===== config.mk =====
export PLATFORM = sky130hd
export DESIGN_NAME = see_dev_flat
export DESIGN_NICKNAME = d
export VERILOG_FILES = /design/src/hw/see_pkg.sv /design/src/hw/see_link_if.sv /design/src/hw/see_dev.sv /design/src/flat_wrapper.sv
export SDC_FILE = /design/constraint.sdc
export NUM_CORES = 2
export LEC_CHECK = 0
export BUFFER_PORTS_ARGS = -buffer_cell sky130_fd_sc_hd__buf_2
export CORE_MARGIN = 5
export CORE_UTILIZATION = 45
export DETAILED_ROUTE_END_ITERATION = 8
export GPL_TIMING_DRIVEN = 0
export SLEW_MARGIN = 20
export SYNTH_ARGS = -nofsm -noshare
export SYNTH_HDL_FRONTEND = slang
export SYNTH_SLANG_ARGS = --single-unit

===== constraint.sdc =====
create_clock -name ref_clk_i -period 12.48 [get_ports ref_clk_i]
set_clock_uncertainty 0.2 [all_clocks]
set_input_delay 0.624 -clock ref_clk_i [delete_from_list [all_inputs] [get_ports ref_clk_i]]
set_output_delay 0.624 -clock ref_clk_i [all_outputs]
set_load 0.01 [all_outputs]

===== src/hw/see_pkg.sv =====
/*
 * shared constants of the serial eeprom command engine: opcodes, word
 * sizes, serial clock divider and self-timed cycle length.
 * assumes a 10 MHz reference clock on both ends.
 */
package see_pkg;
  localparam int unsigned SEE_CLK_HZ = 10_000_000;
  // host serial clock limit, in kHz
  localparam int unsigned SEE_SK_MAX_KHZ = 250;
  localparam int unsigned SEE_SK_HALF_CYC =
    (SEE_CLK_HZ / (SEE_SK_MAX_KHZ * 1000) + 1) / 2;
  // self_timed_cycle_limit, in ms; longest time rounds down
  localparam int unsigned SEE_TPROG_MS = 10;
  localparam int unsigned SEE_PROG_CYC = SEE_CLK_HZ / 1000 * SEE_TPROG_MS;

  localparam int unsigned SEE_BYTES = 128;
  localparam int unsigned SEE_FRAME_BITS = 28;
  localparam logic [3:0] SEE_OP_READ = 4'h8;
  localparam logic [2:0] SEE_OP_PROG_LOW = 3'h4;
  localparam logic [3:0] SEE_OP_UNLOCK = 4'h3;
  localparam logic [3:0] SEE_OP_LOCK = 4'h0;
  localparam logic [3:0] SEE_OP_ERASE_ALL = 4'h2;
  localparam logic [3:0] SEE_OP_FILL_ALL = 4'h1;
  localparam logic [4:0] SEE_ABITS_W16 = 5'h06;
  localparam logic [4:0] SEE_ABITS_W8 = 5'h07;
  localparam logic [4:0] SEE_DBITS_W16 = 5'h10;
  localparam logic [4:0] SEE_DBITS_W8 = 5'h08;
  localparam logic [4:0] SEE_HDR_BITS = 5'h05;
endpackage


===== src/hw/see_link_if.sv =====
/*
 * serial link between host and eeprom device.
 * assumes both ends share ref_clk_i; serial_clock is a plain signal.
 */
`timescale 1ns/100ps
`default_nettype none
interface see_link_if;
  logic cs;
  logic serial_clock;
  logic serial_in;
  logic serial_out;
  logic ready_busy;
  logic array_width_select;
  modport dev (
    input cs, serial_clock, serial_in, array_width_select,
    output serial_out, ready_busy
  );
  modport host (
    output cs, serial_clock, serial_in, array_width_select,
    input serial_out, ready_busy
  );
endinterface
`default_nettype wire


===== src/hw/see_dev.sv =====
/*
 * eeprom device end: command decode, 128-byte array, read shifter and
 * self-timed erase/write engine.
 * assumes serial_clock and the other link inputs are synchronous to
 * ref_clk_i and that each serial_clock level lasts several clocks.
 */
// Contract
// - org high selects 16-bit words, 6 address bits
// - only read drives data on serial output
// - read loads addressed word into shifter
// - dummy zero precedes read data
// - serial output changes only while clock high; code also clears it on deselect, with clock low
// - host sends 8 or 16 data bits
// - program erases location then writes word
// - program phases are self-timed internally
// - ready low throughout program cycle
// - self-timed cycle ends within 10 ms
// - programming all ones erases one location
// - programming rejected until write unlock
// - unlock persists until write lock
// - read works whether locked or not
// - erase-every-word sets all bits to one
// - fill-every-word uses zero address, then data
// - fill erases all then writes every word
// - ready low throughout fill cycle
// - host serial clock at most 250 kHz
`timescale 1ns/100ps
`default_nettype none
module see_dev #(
  parameter int unsigned PROG_CYC = see_pkg::SEE_PROG_CYC
) (
  // clock and reset
  input wire logic ref_clk_i,
  input wire logic arst_n_i,
  // link
  see_link_if.dev link,
  // status
  output logic busy_o,
  output logic write_unlocked_o
);
  import see_pkg::*;

  typedef enum logic [6:0] {
    SD_IDLE = 7'h01,
    SD_OPC = 7'h02,
    SD_ADDR = 7'h04,
    SD_DATA = 7'h08,
    SD_READ = 7'h10,
    SD_BUSY = 7'h20,
    SD_DONE = 7'h40
  } see_dst_e;

  localparam logic [31:0] HALF = 32'(PROG_CYC / 2);
  localparam logic [31:0] LAST = 32'(PROG_CYC - 1);

  see_dst_e state_q;
  logic sk_q;
  logic [4:0] cnt_q;
  logic [3:0] op_q;
  logic [6:0] addr_q;
  logic [15:0] data_q;
  logic [15:0] shift_q;
  logic sout_q;
  logic rdy_q;
  logic busy_q;
  logic unlock_q;
  logic all_q;
  logic [31:0] tmr_q;
  logic [7:0] mem [SEE_BYTES];

  logic rise;
  logic wide;
  logic [4:0] abits;
  logic [4:0] dbits;
  logic [6:0] addr_d;
  logic [15:0] word;
  logic [31:0] ph;
  logic mem_we;
  logic [6:0] mem_idx;
  logic [7:0] mem_wd;

  assign rise = link.serial_clock & ~sk_q;
  assign wide = link.array_width_select;
  assign abits = wide ? SEE_ABITS_W16 : SEE_ABITS_W8;
  assign dbits = wide ? SEE_DBITS_W16 : SEE_DBITS_W8;
  assign addr_d = {addr_q[5:0], link.serial_in};

  // addressed word, 16-bit words keep the high byte at the odd index
  always_comb begin
    if (wide) begin
      word = {mem[{addr_d[5:0], 1'b1}], mem[{addr_d[5:0], 1'b0}]};
    end else begin
      word = {mem[addr_d], 8'h00};
    end
  end

  // array update: erase half first, write half second
  always_comb begin
    ph = (tmr_q < HALF) ? tmr_q : tmr_q - HALF;
    mem_we = 1'b0;
    mem_idx = ph[6:0];
    if (state_q == SD_BUSY) begin
      if (all_q) begin
        mem_we = ph < 32'(SEE_BYTES);
      end else if (wide) begin
        mem_we = ph < 32'h2;
        mem_idx = {addr_q[5:0], ph[0]};
      end else begin
        mem_we = ph == 32'h0;
        mem_idx = addr_q;
      end
    end
    if (tmr_q < HALF) begin
      mem_wd = 8'hff;
    end else if (wide && mem_idx[0]) begin
      mem_wd = data_q[15:8];
    end else begin
      mem_wd = data_q[7:0];
    end
  end

  always_ff @(posedge ref_clk_i) begin
    if (mem_we) begin
      mem[mem_idx] <= mem_wd;
    end
  end

  always_ff @(posedge ref_clk_i or negedge arst_n_i) begin
    if (!arst_n_i) begin
      sk_q <= 1'b0;
    end else begin
      sk_q <= link.serial_clock;
    end
  end

  always_ff @(posedge ref_clk_i or negedge arst_n_i) begin
    if (!arst_n_i) begin
      state_q <= SD_IDLE;
      cnt_q <= 5'h00;
      op_q <= 4'h0;
      addr_q <= 7'h00;
      data_q <= 16'h0000;
      shift_q <= 16'h0000;
      sout_q <= 1'b0;
      rdy_q <= 1'b1;
      busy_q <= 1'b0;
      unlock_q <= 1'b0;
      all_q <= 1'b0;
      tmr_q <= 32'h0;
    end else if (state_q == SD_BUSY) begin
      // the engine runs on its own; the host clock is ignored here
      tmr_q <= tmr_q + 32'h1;
      if (tmr_q == LAST) begin
        rdy_q <= 1'b1;
        busy_q <= 1'b0;
        state_q <= SD_DONE;
      end
    end else if (!link.cs) begin
      state_q <= SD_IDLE;
      sout_q <= 1'b0;
    end else if (rise) begin
      cnt_q <= cnt_q + 5'h01;
      case (state_q)
        SD_IDLE: begin
          cnt_q <= 5'h00;
          if (link.serial_in) begin
            state_q <= SD_OPC;
          end
        end
        SD_OPC: begin
          op_q <= {op_q[2:0], link.serial_in};
          if (cnt_q == 5'h03) begin
            cnt_q <= 5'h00;
            state_q <= SD_ADDR;
          end
        end
        SD_ADDR: begin
          addr_q <= wide ? {1'b0, addr_d[5:0]} : addr_d;
          if (cnt_q == abits - 5'h01) begin
            cnt_q <= 5'h00;
            all_q <= 1'b0;
            tmr_q <= 32'h0;
            state_q <= SD_DONE;
            if (op_q == SEE_OP_READ) begin
              shift_q <= word;
              sout_q <= 1'b0;
              state_q <= SD_READ;
            end else if (op_q[2:0] == SEE_OP_PROG_LOW ||
                         op_q == SEE_OP_FILL_ALL) begin
              all_q <= op_q == SEE_OP_FILL_ALL;
              state_q <= SD_DATA;
            end else if (op_q == SEE_OP_UNLOCK) begin
              unlock_q <= 1'b1;
            end else if (op_q == SEE_OP_LOCK) begin
              unlock_q <= 1'b0;
            end else if (op_q == SEE_OP_ERASE_ALL && unlock_q) begin
              all_q <= 1'b1;
              data_q <= 16'hffff;
              rdy_q <= 1'b0;
              busy_q <= 1'b1;
              state_q <= SD_BUSY;
            end
          end
        end
        SD_DATA: begin
          data_q <= {data_q[14:0], link.serial_in};
          if (cnt_q == dbits - 5'h01) begin
            if (unlock_q) begin
              rdy_q <= 1'b0;
              busy_q <= 1'b1;
              state_q <= SD_BUSY;
            end else begin
              state_q <= SD_DONE;
            end
          end
        end
        SD_READ: begin
          sout_q <= shift_q[15];
          shift_q <= {shift_q[14:0], 1'b0};
        end
        default: begin
          state_q <= state_q;
        end
      endcase
    end
  end

  assign link.serial_out = sout_q;
  assign link.ready_busy = rdy_q;
  assign busy_o = busy_q;
  assign write_unlocked_o = unlock_q;
endmodule
`default_nettype wire


===== src/flat_wrapper.sv =====
// flat-port wrapper written by rule: the top's interface ports become plain ports
module see_dev_flat import see_pkg::*;
#(
  parameter int unsigned PROG_CYC = see_pkg::SEE_PROG_CYC
)
  (ref_clk_i, arst_n_i, busy_o, write_unlocked_o, link_cs, link_serial_clock, link_serial_in, link_array_width_select, link_serial_out, link_ready_busy);
  see_link_if link_i ();
  input wire logic ref_clk_i;
  input wire logic arst_n_i;
  output logic busy_o;
  output logic write_unlocked_o;
  input wire logic [$bits(link_i.cs)-1:0] link_cs;
  input wire logic [$bits(link_i.serial_clock)-1:0] link_serial_clock;
  input wire logic [$bits(link_i.serial_in)-1:0] link_serial_in;
  input wire logic [$bits(link_i.array_width_select)-1:0] link_array_width_select;
  output wire logic [$bits(link_i.serial_out)-1:0] link_serial_out;
  output wire logic [$bits(link_i.ready_busy)-1:0] link_ready_busy;
  assign link_i.cs = link_cs;
  assign link_i.serial_clock = link_serial_clock;
  assign link_i.serial_in = link_serial_in;
  assign link_i.array_width_select = link_array_width_select;
  assign link_serial_out = link_i.serial_out;
  assign link_ready_busy = link_i.ready_busy;
  see_dev #(.PROG_CYC(PROG_CYC)) u_core (.ref_clk_i(ref_clk_i), .arst_n_i(arst_n_i), .link(link_i), .busy_o(busy_o), .write_unlocked_o(write_unlocked_o));
endmodule

* Yosys cells after proc, flatten, opt, wreduce, memory -nomap -nowiden
Memory sizes are Yosys's and may differ from the RTL's.
Index checks and enable logic that the tools add are counted.
Widths: inputs -> output; s select.
** Storage, ports and cells
- Register bits :: 93
- Latch bits :: 0
- RAM bits :: 1024
- Bits in read-only memories :: 0
- Output and inout bits :: 4
- Word-level logic and storage cells :: 178
- Memories kept :: 1
** Cells by class
- Add/subtract/negate cells :: 5
- $mul :: 0
- Divide/modulo/power cells :: 0
- $lt $le $gt $ge :: 3
- Equal/unequal tests :: 41
- Shifts and indexed selects :: 0
- Multiplexer cells :: 86
- Bitwise logic cells :: 5
- Reduce and logical (&&, ||, !) cells :: 24
** Memories
- u_core.mem :: words 128, width 8, read ports 3, clocked after memory_dff 0, write ports 1, line see_dev.sv:69 : logic [7:0] mem [SEE_BYTES];
** Operators by type and width (count)
- $mux 32 :: 6
- $mux 16 :: 9
- $mux 7 :: 18
- $pmux 16 s2 :: 2
- $mux 1 :: 41
- $add 32x1->32 const B :: 1
- $eq 32x17->1 const B :: 1
- $logic_not 32->1 :: 1
- $lt 32x16->1 const B :: 1
- $lt 32x2->1 const B :: 1
- $lt 32x8->1 const B :: 1
- $sub 32x16->32 const B :: 1
- $pmux 7 s4 :: 1
- $ne 3x1->1 const B :: 6
- $ne 3x2->1 const B :: 6
- $mux 8 :: 2
- $mux 5 :: 3
- $pmux 5 s3 :: 1
- $reduce_bool 2->1 :: 7
- $ne 4x2->1 const B :: 3
- $reduce_and 12->1 :: 1
- $reduce_and 4->1 :: 3
- $eq 5x5->1 :: 2
- $ne 2x2->1 const B :: 5
- other kinds (29) :: 41

* Logic depth before layout (Yosys ltp)
- Depth after elaboration :: 12
- Gate-level depth with buffers :: 13
- Gate-level depth less buffers :: 10

* Worst setup path after synthesis
Ideal clock, no wire load.
- Path kind :: flip-flop to flip-flop
- From :: register u_core.tmr_q[4]
- To :: memory u_core.mem[0][0], data pin
- Setup time :: 0.907 ns
- Arrival time :: 3.349 ns
- Data required time :: 11.373 ns
- Path slack :: 8.024 ns
- Cell stages (with the launch flop) :: 9
- Period minus slack after synthesis :: 4.456 ns
- Path through :: dfrtp_1 -> inv_1 -> ha_1 -> nand2b_1 -> a21oi_1 -> o311ai_2 -> nand2_4 -> buf_6 -> nand3_1
** Between the ends
- Word-level cells in the longest chain between the ends :: 8
** Ends and longest elaborated chain
- from (decl) :: line see_dev.sv:68 : logic [31:0] tmr_q;
- from (signal assigned) :: line see_dev.sv:152 : tmr_q <= tmr_q + 32'h1;
- $lt 32x16->1 (*) :: line see_dev.sv:99, see_dev.sv:113
- $mux 32 :: line see_dev.sv:99 : ph = (tmr_q < HALF) ? tmr_q : tmr_q - HALF;
- $mux 7 :: line see_dev.sv:105 : end else if (wide) begin
- $mux 7 :: line see_dev.sv:103 : if (all_q) begin
- $mux 7 :: line see_dev.sv:102 : if (state_q == SD_BUSY) begin
- $logic_and 1x1->1 :: line see_dev.sv:115 : end else if (wide && mem_idx[0]) begin
- $mux 8 :: line see_dev.sv:115
- $mux 8 (*) :: line see_dev.sv:113 : if (tmr_q < HALF) begin
- named net u_core.mem_wd[0] :: line see_dev.sv:80 : logic [7:0] mem_wd;
- to (decl) :: line see_dev.sv:69
The timed path passes the listed nets; every way through them passes the cells marked *.

* Worst setup path in the final report
- From :: register u_core.addr_q[0]
- To :: register u_core.shift_q[11]
** Between the ends
- Word-level cells in the longest chain between the ends :: 5
** Ends and longest elaborated chain
- from (decl) :: line see_dev.sv:60 : logic [6:0] addr_q;
- from (signal assigned) :: line see_dev.sv:178 : addr_q <= wide ? {1'b0, addr_d[5:0]} : addr_d;
- $mem_v2 128x8
- $mux 16 :: line see_dev.sv:90 : if (wide) begin
- $mux 16 :: line see_dev.sv:184 : if (op_q == SEE_OP_READ) begin
- $mux 16 :: line see_dev.sv:179 : if (cnt_q == abits - 5'h01) begin
- $pmux 16 s2 :: line see_dev.sv:163 : case (state_q)
- to (signal assigned) :: line see_dev.sv:185 : shift_q <= word;
- to (signal assigned) :: line see_dev.sv:219 : shift_q <= {shift_q[14:0], 1'b0};
- to (decl) :: line see_dev.sv:62 : logic [15:0] shift_q;
Every way passes these cells. The select of a mux whose other input is x is not followed.
A chain may end at the register's enable or synchronous reset.

==> metrics.md <==
| Metric | Value |
|---|---|
| Status | finished, final reports clean |
| XOR/XNOR Fraction of Synth Area | 0.0985% |
| Gr busiest metal | met2 |
| Register area share after synthesis | 62.0% |
| First-pass GRT wire length | 325 mm |
| Vias in the first global route | 34600 |
| Largest net degree at the start of global routing | 73 |
| Switching pwr | between 1.5 and 2 mW |
| Logic pwr share | about 3.7% |
| Vias | 36200 |
| Io pins | 10 |
| Count of flip-flops with a built-in enable after synthesis | 1024 |
| Minimum clock period | roughly 7.1 ns |
| Worst skew pair latency | approximately 0.82 ns |
| Compound-Gate Fraction of Synth Area | 3.47% |
| Post-synthesis cell type count | 77 |
| #FFs+latches synth | ~1100 |
| Die ar. | between 100000 and 150000 µm² |
| Synth Flop Type | edfxtp_1 |
| Fin nets | 3166 |
| DRT Pass-1 Iters | 6 |
| Met2 usage | between 50 and 60% |
| Met1 Use GR | about half |
| Max Fclk | approximately 140 MHz |
| Initial Utilization | a little under half |
| Pint | 6.03 mW |
| Initial antenna violation count | 20 |
| Wire per inst | between 50 and 60 µm |
| Slew @ Worst Pin | ~1.4 ns |
| First DRT Iteration DRCs | approximately 7000 |
| CTS Buffer Depth | 3 |
| H-tree Lvls | 3 |
| Fin. Hold Viols | 0 |
| Worst EP arrival | 7.52 ns |
| WHS | between 0.08 and 0.09 ns |
| Post-synthesis mux area share | approximately a quarter |
| Kind of critical path | flop to flop |
| CTS root buffer | clkbuf_16 |
| Worst path max stage delay | approximately 0.95 ns |
| Async set or reset register ratio after synthesis | 8.33% |
| Max_slew headroom | under 10% |
| Critical path required time | roughly 13 ns |
| Synth area leader | edfxtp_1 |
| Sequential Power Share | a little over 50% |
| CP endpoint kind | flop |
| GRT overflow | 0 |
| # rows | roughly 130 |
| Clock sinks | between 1000 and 1500 |
| HPWL after DPL | around 180 mm |
| Die H | between 300 and 400 µm |
| Syn nets | just under 3000 |
| Setup_tns | 0 ns |
| Register area | about 33000 µm² |
| RD Place Congestion | between 1 and 1.5 |
| Pwr/cell area | about 130 nW/µm² |
| RSZ-0062 raised after global routing | no |
| CTS Buf Count | 116 |
| Vias per cell | between 7 and 8 |
| Placed cells | ~4600 |
| Final setup violation count | 0 |
| Slowest-stage cell, CP | a311oi_1 |
| Cell count after synthesis | approximately 3000 |
| Layout fillers | ~9400 |
| Synth cell count leaders | edfxtp_1, mux4_2, nor2_1 |
| Most frequent cell after synthesis | edfxtp_1 |
| Avg Cell Area, Syn | 18.0 µm² |
| Post-synthesis adder-cell area fraction | less than 1% |
| Combinational family with the most area after synthesis | multiplexers |
| Worst-path cell chain | clkbuf_1 -> clkbuf_1 -> buf_2 -> buf_2 -> buf_1 -> mux4_2 -> mux2i_1 -> o221ai_1 -> a311oi_1 -> o31ai_1 |
| Clock power frac | ~45% |
| Tot GR Track Use | a little under 40% |
| Max cap viols | 0 |
| CP Max Fanout | 12 |
| Area of the multi-input gates | about 20000 µm² |
| Period utilization | around 57% |
| Switching power share of the total | 22.9% |
| Peak supply drop | roughly 0.14 mV |
| IO Port Bufs | 6 |
| P_leak | 16.1 nW |
| Final antenna-violating net count | 0 |
| Synthesis warning total | 0 |
| Final wirelength | about 250 mm |
| Share of cells above drive strength 1 | between 30% and 40% |
| Overall power | 7.82 mW |
| Syn Std Cell Area | 53400 µm² |
| CTS tree | done |
| Die Wd | approximately 350 µm |
| CORE AREA | between 100000 and 150000 µm² |
| P&R area growth vs syn | 14.2% |
| DRC Markers | 0 |
| Hold Crit Class | primary input to flop |
| Area contributors post-synth | edfxtp_1, mux4_2, dfrtp_1, nor2_1, nand2_1 |
| Cell Count, Final, Fillers Out | between 4000 and 5000 |
| Area share of and/or/nand/nor cells after synthesis | 5.87% |
| Share of the synthesized area in the top cell type | between 50% and 60% |
| Max-slew violation count | 0 |
| Startpoint Class | flop |
| Clock input transition at the sequential cells of the worst setup and hold paths | 0.07 ns |
| # resized after CTS | 0 |
| Met3 Use GR | 15.6% |
[metal layers]
metal  share of wire, %  up-vias
li1                   -    12900
met1                 34    19100
met2                 43     3386
met3                 14      765
met4                8.0        8
met5              0.019        -
[flip-flops by register name, indices dropped and copies added, names as in the netlist]
name,cells
u_core.busy_o,1
u_core.all_q,1
u_core.state_q,7
u_core.mem,1024
u_core.op_q,4
u_core.write_unlocked_o,1
u_core.sk_q,1
u_core.cnt_q,5
u_core.link.ready_busy,1
u_core.link.serial_out,1
u_core.tmr_q,32
u_core.shift_q,16
u_core.addr_q,7
u_core.data_q,16
[stage by stage]
stage               util, %  setup slack (ns)  cell area, µm²
finish                 51.7              5.35           61000
global route           51.7              5.75           60900
CTS                    51.6              5.82           60900
detailed placement     48.4              5.84           57100
global placement       46.9              3.47           55300
floorplan                 -              8.02           53400
[cell families after synthesis]
family | after synthesis
flops | 1117
simple gates | 675
mux | 650
compound gates | 277
buf+inv | 233
xor+xnor | 6
fa+ha+maj | 6
[layout by cell type (no fill, tap or decap), types with 15 or more instances in the layout]
cell type,count
nand2_1,146
nor3_1,49
a21oi_1,57
o21ai_0,67
diode_2,16
o22ai_1,39
buf_2,93
nand3_1,55
nor2_1,249
nand2b_1,15
clkinv_2,28
nor2_2,40
buf_12,25
inv_1,18
clkbuf_2,49
clkbuf_16,117
clkbuf_1,81
mux2i_1,27
clkinv_1,26
edfxtp_1,1024
mux4_2,612
buf_16,33
dfrtp_1,91
[worst max-delay path, delay by kind of cell (launching register included)]
family          cells  cell delay, ns
compound gates      3            1.59
flops               1            0.33
mux                 2            0.86
buf+inv             5            3.94
[repair_timing]
| action | in CTS | in global routing |
|---|---|---|
| buffers inserted | 0 | 0 |
| endpoints found under the hold margin | 92 | 0 |
| hold buffers | 2 | 0 |
[path summary, 6_finish.rpt]
path | slack, ns | cells after the start | from | endpoint
min in group asynchronous | 0.14 | 2 | arst_n_i | u_core.state_q[6]
setup reg to reg | 5.35 | 10 | u_core.addr_q[0] | u_core.shift_q[11]
hold reg to reg | 0.28 | 2 | u_core.link.ready_busy | u_core.link.ready_busy
setup / recovery | 5.35 | 10 | u_core.addr_q[0] | u_core.shift_q[11]
max in group asynchronous | 11.29 | 3 | arst_n_i | u_core.tmr_q[30]
hold / removal | 0.08 | 2 | link_cs | u_core.state_q[0]
[cell type report]
class | instances | area share [%]
tap | 1536 | 3.15
inverter | 18 | 0.111
timing repair buffer | 72 | 2.50
multi-input combinational | 1614 | 32.0
sequential | 1117 | 54.3
antenna | 16 | 0.0657
clock buffer | 139 | 4.96
clock inverter | 80 | 1.21
buffer | 215 | 1.71
[power groups by stage]
stage / clock network, mW / logic, mW / registers (mW)
global placement: 0 / 0.257 / 4.11
detailed placement: 0 / 0.279 / 4.11
floorplan: 0 / 0.126 / 4.11
finish: 3.50 / 0.288 / 4.03
global route: 3.66 / 0.289 / 4.03
CTS: 3.50 / 0.279 / 4.03
(Power assumes the default switching activity.)
